==> src/inc/dets_regs.svh <==
// register map, field positions, reset values and timing of the sequencer
// What this block does
// - paired-edge records hold start, stop, one count
// - 50 ns recovery after stop before next start
// - result is stop minus start, start count
// - arming gates only the start capture
// - period stops on next same-polarity edge
// - pulse width stops on next opposite edge
// - one-channel interval uses separate edge polarities
// - rise/fall use one edge, two thresholds
// - two-channel interval, either direction, both units
// - stop-arm delay picks the stop edge, in two-channel interval only
// - spacing between measurements 50 ns to 400 days
// - averages chain end time into next start
// - event counter spans 1.8e16 events
// - continuous interval spans 50 ns to 400 days
// - error mode reports deviation from expected time
// - every record carries absolute time and count
// - channel A and B behave identically
// - prescaler divides edges by sixteen when selected, in continuous and error modes only
// - short periods and widths down to resolution
// - events keep counting during recovery
// - single-edge records hold one time, one count
`ifndef DETS_REGS_SVH
`define DETS_REGS_SVH

// ****************************************************************
// register byte offsets
// ****************************************************************
`define DETS_CTRL_OFS        8'h00
`define DETS_STOP_DELAY_OFS  8'h04
`define DETS_REF_PERIOD_OFS  8'h08
`define DETS_STATUS_OFS      8'h0C
`define DETS_REC_TOTAL_OFS   8'h10
`define DETS_RESULT_LO_OFS   8'h14
`define DETS_RESULT_HI_OFS   8'h18

// ****************************************************************
// control fields
// ****************************************************************
`define DETS_CTRL_EN         0
`define DETS_CTRL_MODE_LO    1
`define DETS_CTRL_MODE_HI    4
`define DETS_CTRL_CHAN       5
`define DETS_CTRL_START_POL  6
`define DETS_CTRL_STOP_POL   7
`define DETS_CTRL_PRESC      8

// ****************************************************************
// reset values and timing
// ****************************************************************
`define DETS_CTRL_RST        32'h0000_00C0
`define DETS_ZERO_RST        32'h0000_0000
`define DETS_RECOV_NS        50
`define DETS_CLK_MHZ         100
`define DETS_PRESC_LAST      4'hF

`endif

==> src/inc/dets_pkg.sv <==
// types shared by the timetag sequencer
package dets_pkg;
    typedef enum logic [3:0] {
        md_frequency_average     = 4'h0,
        md_period_average        = 4'h1,
        md_continuous_interval_mode = 4'h2,
        md_timing_error_mode     = 4'h3,
        md_period                = 4'h4,
        md_pulse_width_mode      = 4'h5,
        md_one_channel_interval_mode = 4'h6,
        md_rise                  = 4'h7,
        md_fall                  = 4'h8,
        md_two_channel_interval_mode = 4'h9
    } dets_mode_type;

    typedef enum logic [1:0] {
        st_idle    = 2'h0,
        st_wait    = 2'h1,
        st_recover = 2'h3
    } dets_state_type;
endpackage : dets_pkg

==> src/verilog/dets_sequencer.sv <==
// timetag sequencer with ahb-lite register slave
//
// The placing of the registers and the AHB-Lite slave port are this design's own decisions.
`timescale 1ns/10ps
`include "dets_regs.svh"

module dets_sequencer
    import dets_pkg::*;
#(
    parameter int TIME_W = 56,
    parameter int CNT_W  = 56
) (
    // clock and reset
    input  wire logic              clk,
    input  wire logic              srst,
    // ahb-lite slave
    input  wire logic              hsel,
    input  wire logic [31:0]       haddr,
    input  wire logic [1:0]        htrans,
    input  wire logic              hwrite,
    input  wire logic [2:0]        hsize,
    input  wire logic [31:0]       hwdata,
    input  wire logic              hready,
    output logic                   hreadyout,
    output logic                   hresp,
    output logic [31:0]            hrdata,
    // comparator channels, index 0 is A and 1 is B
    input  wire logic [1:0]        ch_main,
    input  wire logic [1:0]        ch_upper,
    input  wire logic              start_arm,
    // record stream to measurement memory
    output logic                   rec_valid,
    output logic [TIME_W-1:0]      rec_start_time,
    output logic [TIME_W-1:0]      rec_stop_time,
    output logic [TIME_W-1:0]      rec_result,
    output logic [CNT_W-1:0]       rec_count,
    output logic                   busy
);

    localparam int RECOV_CYC =
        (`DETS_RECOV_NS * `DETS_CLK_MHZ + 999) / 1000;

    // 400 days of 10 ns ticks needs 52 bits, 1.8e16 events needs 54
    if (TIME_W < 52 || TIME_W > 64 || CNT_W < 54 || CNT_W > 64) begin : g_w
        $error("dets_sequencer: unsupported counter widths");
    end
    if (RECOV_CYC < 2 || RECOV_CYC > 8) begin : g_rc
        $error("dets_sequencer: recovery count out of range");
    end

    typedef struct packed {
        logic                  hreadyout;
        logic                  hresp;
        logic [31:0]           hrdata;
        logic                  wr_pend;
        logic [7:0]            wr_addr;
        logic [31:0]           ctrl;
        logic [31:0]           stop_delay;
        logic [31:0]           ref_period;
        logic [31:0]           rec_total;
        logic [TIME_W-1:0]     last_result;
        logic [TIME_W-1:0]     tbase;
        logic [CNT_W-1:0]      events;
        logic [3:0]            presc;
        logic [1:0]            prev_main;
        logic [1:0]            prev_upper;
        dets_state_type        state;
        logic [2:0]            recov;
        logic [31:0]           dly;
        logic [TIME_W-1:0]     t_start;
        logic [CNT_W-1:0]      e_start;
        logic                  have_prev;
        logic [TIME_W-1:0]     last_t;
        logic [TIME_W-1:0]     expect_t;
        logic                  rec_valid;
        logic [TIME_W-1:0]     rec_start_time;
        logic [TIME_W-1:0]     rec_stop_time;
        logic [TIME_W-1:0]     rec_result;
        logic [CNT_W-1:0]      rec_count;
        logic                  busy;
    } dets_state_struct_type;

    dets_state_struct_type s;
    dets_state_struct_type next_s;

    // ****************************************************************
    // edge detection and start/stop selection
    // ****************************************************************
    logic              sel;
    logic              oth;
    logic              en;
    dets_mode_type     mode;
    logic              single_grp;
    logic              dual_grp;
    logic              m_rise;
    logic              m_fall;
    logic              u_rise;
    logic              u_fall;
    logic              o_rise;
    logic              o_fall;
    logic              ev_edge;
    logic              ev_tick;
    logic              start_hit;
    logic              stop_hit;
    logic              same_edge;
    logic              accept;
    logic [CNT_W-1:0]  ev_now;
    logic [63:0]       res64;

    function automatic logic pick(input logic pol, input logic r,
                                  input logic f);
        return pol ? r : f;
    endfunction : pick

    assign en         = s.ctrl[`DETS_CTRL_EN];
    assign mode       =
        dets_mode_type'(s.ctrl[`DETS_CTRL_MODE_HI:`DETS_CTRL_MODE_LO]);
    assign sel        = s.ctrl[`DETS_CTRL_CHAN];
    assign oth        = ~sel;
    assign single_grp = (mode <= md_timing_error_mode);
    assign dual_grp   = (mode == md_two_channel_interval_mode);
    assign accept     = hsel & htrans[1] & hready;
    assign res64      = 64'(s.last_result);

    always_comb begin
        // one indexed path per channel keeps A and B symmetric
        m_rise  = ch_main[sel] & ~s.prev_main[sel];
        m_fall  = ~ch_main[sel] & s.prev_main[sel];
        u_rise  = ch_upper[sel] & ~s.prev_upper[sel];
        u_fall  = ~ch_upper[sel] & s.prev_upper[sel];
        o_rise  = ch_main[oth] & ~s.prev_main[oth];
        o_fall  = ~ch_main[oth] & s.prev_main[oth];
        ev_edge = pick(s.ctrl[`DETS_CTRL_START_POL], m_rise, m_fall);
        // divide by sixteen only for continuous and error modes
        if (s.ctrl[`DETS_CTRL_PRESC] &&
            (mode == md_continuous_interval_mode ||
             mode == md_timing_error_mode))
            ev_tick = ev_edge & (s.presc == `DETS_PRESC_LAST);
        else
            ev_tick = ev_edge;
        ev_now    = s.events + CNT_W'(ev_tick);
        same_edge = 1'b0;
        case (mode)
            md_period: begin
                start_hit = ev_edge;
                stop_hit  = ev_edge;
            end
            md_pulse_width_mode: begin
                start_hit = ev_edge;
                stop_hit  = pick(~s.ctrl[`DETS_CTRL_START_POL],
                                 m_rise, m_fall);
            end
            md_one_channel_interval_mode: begin
                start_hit = ev_edge;
                stop_hit  = pick(s.ctrl[`DETS_CTRL_STOP_POL],
                                 m_rise, m_fall);
            end
            md_rise: begin
                start_hit = m_rise;
                stop_hit  = u_rise;
                same_edge = 1'b1;
            end
            md_fall: begin
                start_hit = u_fall;
                stop_hit  = m_fall;
                same_edge = 1'b1;
            end
            md_two_channel_interval_mode: begin
                start_hit = ev_edge;
                stop_hit  = pick(s.ctrl[`DETS_CTRL_STOP_POL],
                                 o_rise, o_fall);
            end
            default: begin
                start_hit = ev_tick;
                stop_hit  = 1'b0;
            end
        endcase
    end

    // ****************************************************************
    // next state
    // ****************************************************************
    always_comb begin
        next_s            = s;
        next_s.rec_valid  = 1'b0;
        next_s.hreadyout  = 1'b1;
        next_s.hresp      = 1'b0;
        // absolute timebase spans 400 days between captures
        next_s.tbase      = s.tbase + 1'b1;
        next_s.prev_main  = ch_main;
        next_s.prev_upper = ch_upper;
        // counter never pauses, recovery included
        next_s.events     = ev_now;
        if (ev_edge)
            next_s.presc = s.presc + 1'b1;

        // data phase of a write
        if (s.wr_pend) begin
            case (s.wr_addr)
                `DETS_CTRL_OFS:       next_s.ctrl       = hwdata;
                `DETS_STOP_DELAY_OFS: next_s.stop_delay = hwdata;
                `DETS_REF_PERIOD_OFS: next_s.ref_period = hwdata;
                default: ;
            endcase
        end
        next_s.wr_pend = accept & hwrite;
        next_s.wr_addr = haddr[7:0];

        case (s.state)
            st_idle: begin
                if (!en) begin
                    next_s.have_prev = 1'b0;
                end else if (single_grp) begin
                    // one unit: one time and one count per record
                    if (start_hit && start_arm) begin
                        next_s.rec_valid      = 1'b1;
                        next_s.rec_stop_time  = s.tbase;
                        next_s.rec_count      = ev_now;
                        // previous end is this start, no dead time
                        next_s.rec_start_time =
                            s.have_prev ? s.last_t : s.tbase;
                        next_s.rec_result =
                            s.tbase - (s.have_prev ? s.last_t : s.tbase);
                        if (mode == md_timing_error_mode) begin
                            next_s.rec_result = s.tbase -
                                (s.have_prev ? s.expect_t : s.tbase);
                            next_s.expect_t =
                                (s.have_prev ? s.expect_t : s.tbase) +
                                TIME_W'(s.ref_period);
                        end
                        next_s.last_t    = s.tbase;
                        next_s.have_prev = 1'b1;
                        next_s.state     = st_recover;
                        next_s.recov     = 3'(RECOV_CYC - 1);
                    end
                end else if (start_hit && start_arm) begin
                    next_s.t_start = s.tbase;
                    next_s.e_start = ev_now;
                    next_s.dly     = dual_grp ? s.stop_delay : 32'h0;
                    if (same_edge && stop_hit) begin
                        next_s.rec_valid      = 1'b1;
                        next_s.rec_start_time = s.tbase;
                        next_s.rec_stop_time  = s.tbase;
                        next_s.rec_result     = '0;
                        next_s.rec_count      = ev_now;
                        next_s.state          = st_recover;
                        next_s.recov          = 3'(RECOV_CYC - 1);
                    end else begin
                        next_s.state = st_wait;
                    end
                end
            end
            st_wait: begin
                // later starts are ignored while a stop is pending
                if (!en) begin
                    next_s.state = st_idle;
                end else if (s.dly != 32'h0) begin
                    next_s.dly = s.dly - 1'b1;
                end else if (stop_hit) begin
                    next_s.rec_valid      = 1'b1;
                    next_s.rec_start_time = s.t_start;
                    next_s.rec_stop_time  = s.tbase;
                    next_s.rec_result     = s.tbase - s.t_start;
                    next_s.rec_count      = s.e_start;
                    next_s.state          = st_recover;
                    next_s.recov          = 3'(RECOV_CYC - 1);
                end
            end
            st_recover: begin
                if (s.recov <= 3'h1)
                    next_s.state = st_idle;
                else
                    next_s.recov = s.recov - 1'b1;
            end
            default: next_s.state = st_idle;
        endcase

        next_s.busy = (next_s.state != st_idle);

        if (next_s.rec_valid) begin
            next_s.rec_total   = s.rec_total + 1'b1;
            next_s.last_result = next_s.rec_result;
        end

        // read data is taken in the address phase, after any write
        if (accept && !hwrite) begin
            case (haddr[7:0])
                `DETS_CTRL_OFS:       next_s.hrdata = next_s.ctrl;
                `DETS_STOP_DELAY_OFS: next_s.hrdata = next_s.stop_delay;
                `DETS_REF_PERIOD_OFS: next_s.hrdata = next_s.ref_period;
                `DETS_STATUS_OFS:
                    next_s.hrdata = {29'h0, s.have_prev, s.state};
                `DETS_REC_TOTAL_OFS:  next_s.hrdata = s.rec_total;
                `DETS_RESULT_LO_OFS:  next_s.hrdata = res64[31:0];
                `DETS_RESULT_HI_OFS:  next_s.hrdata = res64[63:32];
                default:              next_s.hrdata = 32'h0;
            endcase
        end
    end

    // ****************************************************************
    // state register
    // ****************************************************************
    always_ff @(posedge clk) begin
        if (srst) begin
            s            <= '0;
            s.hreadyout  <= 1'b1;
            s.ctrl       <= `DETS_CTRL_RST;
            s.stop_delay <= `DETS_ZERO_RST;
            s.ref_period <= `DETS_ZERO_RST;
            s.state      <= st_idle;
        end else begin
            s <= next_s;
        end
    end

    assign hreadyout      = s.hreadyout;
    assign hresp          = s.hresp;
    assign hrdata         = s.hrdata;
    assign rec_valid      = s.rec_valid;
    assign rec_start_time = s.rec_start_time;
    assign rec_stop_time  = s.rec_stop_time;
    assign rec_result     = s.rec_result;
    assign rec_count      = s.rec_count;
    assign busy           = s.busy;

    // ****************************************************************
    // assertions
    // ****************************************************************
    property p_recovery;
        @(posedge clk) disable iff (srst)
        rec_valid |=> !rec_valid [*4];
    endproperty
    a_recovery: assert property (p_recovery)
        else $error("record taken inside recovery");

    property p_difference;
        @(posedge clk) disable iff (srst)
        (rec_valid && !single_grp) |->
            rec_result == rec_stop_time - rec_start_time;
    endproperty
    a_difference: assert property (p_difference)
        else $error("result is not stop minus start");

    property p_start_count;
        @(posedge clk) disable iff (srst)
        (s.state == st_wait && next_s.state == st_recover && en) |=>
            rec_valid && rec_count == $past(s.e_start);
    endproperty
    a_start_count: assert property (p_start_count)
        else $error("record count is not the start count");

    property p_counting;
        @(posedge clk) disable iff (srst)
        (ev_tick && s.state == st_recover) |=>
            s.events == $past(s.events) + 1'b1;
    endproperty
    a_counting: assert property (p_counting)
        else $error("event lost during recovery");

    property p_hold_start;
        @(posedge clk) disable iff (srst)
        (s.state == st_wait && start_hit && !stop_hit) |=>
            $stable(s.t_start);
    endproperty
    a_hold_start: assert property (p_hold_start)
        else $error("pending start overwritten");

    property p_arm_gate;
        @(posedge clk) disable iff (srst)
        (s.state == st_idle && !start_arm) |=>
            s.state == st_idle && !rec_valid;
    endproperty
    a_arm_gate: assert property (p_arm_gate)
        else $error("capture without start arm");

    property p_stop_delay;
        @(posedge clk) disable iff (srst)
        (s.state == st_wait && s.dly != 32'h0) |=> !rec_valid;
    endproperty
    a_stop_delay: assert property (p_stop_delay)
        else $error("stop taken before stop-arm delay");

    property p_chain;
        @(posedge clk) disable iff (srst)
        (rec_valid && single_grp && $past(s.have_prev)) |->
            rec_start_time == $past(s.last_t);
    endproperty
    a_chain: assert property (p_chain)
        else $error("average record not chained to previous end");

endmodule : dets_sequencer

==> config.mk <==
export PLATFORM = sky130hd
export DESIGN_NAME = dets_sequencer
export DESIGN_NICKNAME = d
export VERILOG_FILES = /design/src/inc/dets_pkg.sv /design/src/verilog/dets_sequencer.sv
export VERILOG_INCLUDE_DIRS = /design/src /design/src/inc
export SDC_FILE = /design/constraint.sdc
export NUM_CORES = 2
export LEC_CHECK = 0
export BUFFER_PORTS_ARGS = -buffer_cell sky130_fd_sc_hd__buf_4
export CAP_MARGIN = 20
export CORE_AREA = 8 8 331 333
export CTS_CLUSTER_DIAMETER = 60
export DETAILED_ROUTE_END_ITERATION = 12
export DIE_AREA = 0 0 339 341
export GPL_ROUTABILITY_DRIVEN = 0
export GPL_TIMING_DRIVEN = 1
export PLACE_DENSITY = 0.68
export SYNTH_ARGS = -nofsm -noshare
export SYNTH_HDL_FRONTEND = slang
export SYNTH_SLANG_ARGS = --single-unit
==> constraint.sdc <==
create_clock -name clk -period 6.9 [get_ports clk]
set_clock_uncertainty 0.15 [all_clocks]
set_input_delay 0.69 -clock clk [delete_from_list [all_inputs] [get_ports clk]]
set_output_delay 0.69 -clock clk [all_outputs]
set_load 0.02 [all_outputs]
== After elaboration in Yosys (flattened, before gate mapping) ==
Cells that the tools add are included.
Operators by class
  bitwise gates (word level): 18
  reduce and logical (&&, ||, !) cells: 22
  equality and inequality tests: 30
  magnitude comparators: 4
  $add $sub $neg: 10
  multiplexer cells: 58
Operator list (number)
  225-bit two-way mux: 7
  225-bit case mux with 2 select lines: 1
  338-bit two-way mux: 1
  149-bit two-way mux: 2
  56-bit two-way mux: 4
  32-bit case mux with 7 select lines: 1
  56-bit subtractor: 3
  32-bit two-way mux: 5
  144-bit two-way mux: 1
  113-bit two-way mux: 1
  96-bit two-way mux: 1
  32-bit case mux with 2 select lines: 1
  56-bit by 1-bit adder with 56-bit output: 1
  56-bit by 1-bit adder with 56-bit output (second input constant): 1
  56-bit by 32-bit adder with 56-bit output: 1
  35-bit two-way mux: 1
  32-bit by 1-bit adder with 32-bit output (second input constant): 1
  32-bit nonzero test: 1
  32-bit by 1-bit subtractor with 32-bit output (second input constant): 1
  8-bit by 4-bit equality test with 1-bit output (second input constant): 3
  8-bit by 5-bit equality test with 1-bit output (second input constant): 3
  5-bit two-way mux: 4
  1-bit two-way mux: 19
  4-bit by 3-bit equality test with 1-bit output (second input constant): 4
  other kinds (36): 74
Storage, ports and cells
  bits in registers: 835
  input bits: 79
  output and inout port bits: 260
  logic and storage cells: 171

== Longest topological paths before layout ==
  depth in word-level cells: 14
  gate-level depth with buffers: 23
  depth with buffers taken out: 17

== Worst setup path before layout ==
Ideal clock, no wire load.
  path type: flip-flop to flip-flop
  start point: register s[338] (netlist bit)
  end point: register s (netlist bit res64[46])
  period minus slack after synthesis: 5499 ps
  arrival time: 5258 ps
  cell stages (with the launch flop): 22
  data required time: 6659 ps
  library setup time: 91 ps
  buffers on the path: 7
  slack: 1401 ps
  cells stage by stage: dfxtp_1 > clkbuf_1 > clkbuf_1 > clkbuf_1 > clkbuf_1 > buf_1 > clkbuf_1 > clkbuf_1 > a21oi_1 > ha_1 > fa_1 > nand2b_1 > a21o_1 > a211oi_1 > nor3_1 > nor4b_1 > o21ai_1 > a2111oi_0 > a41oi_1 > nand2_1 > o211ai_1 > a311oi_1
Between the ends
  cells in the longest elaborated chain, start to end: 7
  elaborated cells on any way between the ends: 9
  those cells by class: add/sub: 2; mux: 7
RTL lines
  start, declared: RTL line dets_sequencer.sv:83  | dets_state_struct_type s;
  start signal, assigned: RTL line dets_sequencer.sv:313  | s <= next_s;
  56-bit two-way mux (on tied branches): RTL line dets_sequencer.sv:223, dets_sequencer.sv:226
  56-bit subtractor (on tied branches): RTL line dets_sequencer.sv:223, dets_sequencer.sv:225
  56-bit two-way mux *: RTL line dets_sequencer.sv:224  | if (mode == md_timing_error_mode) begin
  338-bit two-way mux *: RTL line dets_sequencer.sv:215  | if (start_hit && start_arm) begin
  225-bit two-way mux *: RTL line dets_sequencer.sv:213  | end else if (single_grp) begin
  225-bit two-way mux *: RTL line dets_sequencer.sv:211  | if (!en) begin
  225-bit case mux with 2 select lines *: RTL line dets_sequencer.sv:209  | case (s.state)
Mark *: on every way between the ends. The rest lies on a longest branch, timed or not. The select of a mux whose other input is x is not followed.
A chain may end at the register's enable or synchronous reset.

== Worst setup path in the final report ==
  start point: register s (netlist bit mode[2])
  end point: register s (netlist bit rec_result[52])
Between the ends
  cells in the longest elaborated chain, start to end: 10
  elaborated cells on any way between the ends: 29
  those cells by class: order compare: 1; eq/ne: 8; mux: 14; reduce/logical: 6
RTL lines
  4-bit by 2-bit equality test with 1-bit output (on tied branches): RTL line dets_sequencer.sv:136, dets_sequencer.sv:137, dets_sequencer.sv:224
  1-bit logical OR: RTL line dets_sequencer.sv:136  | (mode == md_continuous_interval_mode ||
  1-bit logical AND: RTL line dets_sequencer.sv:135  | if (s.ctrl[`DETS_CTRL_PRESC] &&
  1-bit two-way mux: RTL line dets_sequencer.sv:135
  1-bit case mux with 3 select lines: RTL line dets_sequencer.sv:143  | case (mode)
  1-bit logical AND: RTL line dets_sequencer.sv:215, dets_sequencer.sv:236
  225-bit two-way mux or 338-bit two-way mux (tied branches): RTL line dets_sequencer.sv:236, dets_sequencer.sv:215
  225-bit two-way mux: RTL line dets_sequencer.sv:213
  225-bit two-way mux: RTL line dets_sequencer.sv:211
  225-bit case mux with 2 select lines *: RTL line dets_sequencer.sv:209
Marks and branches as above.

==> flow_summary.yaml <==
setup_path:
  critical_path_arrival_ps: 6540
  worstPathRequired_ps: 7320
  crit_path_top_delay_cell: "sky130_fd_sc_hd__nor2_1"
  timing.critical_path.buf_inv: 0
  critical_path.most_common_cell: "sky130_fd_sc_hd__a211oi_1"
  cell_family_with_the_largest_share_of_critical_path_delay: "simple AND/OR/NAND/NOR gates"
  critPathMaxFanout: 21
  critPathMaxStageDelay_ps: 720
  timing_worst_setup_path_type: "flop to flop"
  crit_path_cell_trace: "nor2_1 > nand3_4 > mux2i_1 > a21oi_1 > ha_1 > fa_1 > nand2b_1 > a21o_1 > a211oi_1 > nor3_1 > nor4b_1 > o21ai_1 > o31ai_1 > a211oi_1 > o21ai_0 > nand3_1"
  worst_setup_path_start_kind: "flop"
  worst_setup_path_end_kind: "flop"
  path_depth: 16
  reg2regPathDepth: 16
placed_design:
  dpl.hpwl_um: 110000
  io_buffer_count: 308
hold_path:
  hold_depth: 2
  hp-class: "primary input to flop"
clocking:
  tritoncts_clock_tree: "done"
  longest_clk_path_bufs: 3
  h-tree-depth: 3
  inserted_clock_buffers: 94
  cts_repair_resize_count: 0
  path_clk_slew_ps: 60
  number_of_buffers_inserted_by_hold_repair_at_cts: 0
  clockRootBuffer: "sky130_fd_sc_hd__clkbuf_16"
  worstSkewPairLatency_ps: 690
  tritoncts_num_sinks: 833
  post_cts_buffers: 0
die:
  die_area_um2: 116000
  floorplan_die_height_um: 341
  core_region_area_um2: 104000
  initial_core_util_pct: 44.5
  die_width_um: 339
  top_ports: 339
  num_rows: 119
power_and_ir_drop:
  worst_vdd_ir_v: 0.000188
  total_power_mw: 10.7
  power_density_nw_per_um2: 211
  static-leakage-power_nw: 20.1
synth:
  syn-mean-instance-area_um2: 7.74
  syn-instance-count: 5999
  synth_largest_type_area_fraction_pct: 35.9
  ys_ff_latch: 833
  yosys_warnings: 0
  yosysTopAreaCell: "sky130_fd_sc_hd__dfxtp_1"
  ys_top_cells_by_area: "sky130_fd_sc_hd__dfxtp_1 (36%), sky130_fd_sc_hd__nand2_1 (7.6%), sky130_fd_sc_hd__a21oi_1 (6.6%)"
  ys_types: 88
  postSynth.topFlopCell: "sky130_fd_sc_hd__dfxtp_1"
  synth-edff-count: 0
  syn_nets: 6231
  async_flop_share_pct: 0
  proportion_of_synthesized_chip_area_in_sequential_cells_pct: 35.9
  synthesis.area_um2: 46400
route:
  post-route-drc-count: 0
  route.final.wire_length_um: 154000
  vias: 42600
  dr.pass1.iters: 6
  antenna_left: 0
  route.detailed.vias_per_inst: 5.88
  wire_length_per_cell_um: 21.3
  drt_first_iter_violations: 4338
cells_and_area:
  final_nets: 5997
  mostFrequentLayoutCells: "sky130_fd_sc_hd__nand2_1 (943), sky130_fd_sc_hd__dfxtp_1 (832), sky130_fd_sc_hd__nor2_1 (743)"
  mostFrequentLayoutCell: "sky130_fd_sc_hd__nand2_1"
  fin_util_pct: 48.6
  fraction_of_layout_instances_using_a_drive_strength_above_1_pct: 10.3
  synthToLayoutAreaGrowth_pct: 9.14
  fill_cells: 10100
run:
  cap_viol_max_count: 0
timing:
  min_period_over_period_pct: 88.7
  timing.final.hold_violations: 0
  finalCriticalPeriod_ps: 6120
  maxSlewHeadroom_pct: 26.5
  grt_setup_unrepaired: "no"
  final_max_slew_viol_count: 0
  report.final.setup_viol: 0
  totalNegativeSetupSlack_ps: 0
  worstMarginPinSlew_ps: 1090
  max_freq_mhz: 163
global_routing:
  grt_overflow: 0
  first_pass_grt_wire_length_um: 234000
  first_global_vias: 39400
  initial_antenna_violation_count: 4
  groute.usage.overall_pct: 25.1
  maximum_number_of_pins_on_one_net_before_global_route_repair: 177
outcome:
  status: "complete, no violations"
[cell usage after synthesis (all sizes together) (26+ instances only)]
cell type and number:
mux2i 193, nor2b 41, and3 36, inv 115, o21ai 238, xnor2 132, nor2 745, clkbuf 338
buf 352, a21oi 610, o22a 30, nand2b 26, a211oi 87, nor3 79, nand3 109, mux2 41
or3 32, xor2 148, ha 150, and2 34, a221oi 122, a22oi 93, o221ai 38, nand2 946
dfxtp 833, a21o 82, nand4 65
[cell type report]
type | instances | area [µm²] | share of cell area [%]
multi-input cells | 4361 | 25800 | 50.9
flip-flops and latches | 833 | 16700 | 32.9
repair buffers | 360 | 2760 | 5.45
clock buffers | 128 | 2640 | 5.21
well taps | 1391 | 1740 | 3.43
clock inverters | 44 | 634 | 1.25
inverters | 115 | 432 | 0.852
diodes | 2 | 5.00 | 0.00988
[path summary, 6_finish.rpt]
check                      end              start  slack, ps
max             rec_result[52]            mode[2]        780
min                     s[792]           haddr[0]         70
max reg2reg     rec_result[52]            mode[2]        780
min reg2reg  rec_stop_time[49]  rec_stop_time[49]        300
[metal layers]
layer	track usage, %	part of all wire (%)
met5	0	0
met4	10.4	4.4
met3	4.95	8.6
met2	40.0	45
met1	33.1	42
[logic make-up (layout without fill, tap and decap cells)]
group / Yosys count / in the layout / synth area share [%]
and+or+nand+nor: 2202 / 2202 / 20.4
AOI/OAI and AO/OA: 1487 / 1487 / 20.1
xor gates and xnor gates: 280 / 280 / 5.28
muxes: 237 / 237 / 5.30
other: 2 / 4 / 0.0162
adders and majority gates: 153 / 153 / 4.17
DFF: 833 / 833 / 35.9
buffers and inverters: 805 / 647 / 8.77
[flip-flops by register name, summed over array words and instances, names as in the netlist]
signal          flops
mode                4
rec_count          56
hrdata             32
rec_stop_time      56
rec_start_time     56
res64              56
busy                1
rec_valid           1
rec_result         56
en                  1
s                 514
[per-stage QoR]
| stage | hold slack [ps] | setup WS (ps) | area (µm²) | cells |
|---|---|---|---|---|
| after floorplan | 267 | 1400 | 46400 | 5999 |
| after global placement | 289 | 1150 | 47400 | 7059 |
| after detailed placement | 291 | 959 | 47400 | 7059 |
| after CTS | 31.2 | 916 | 50700 | 7231 |
| after global routing | 44.8 | 448 | 50700 | 7234 |
| final | 67.2 | 782 | 50700 | 7234 |
[where the power goes]
part / internal, mW / switching, mW / leakage, nW
Combinational: 0.190 / 0.351 / 11.7
Sequential: 4.82 / 0.0101 / 6.71
Clock: 3.15 / 2.15 / 1.60
(Power assumes the default switching activity.)
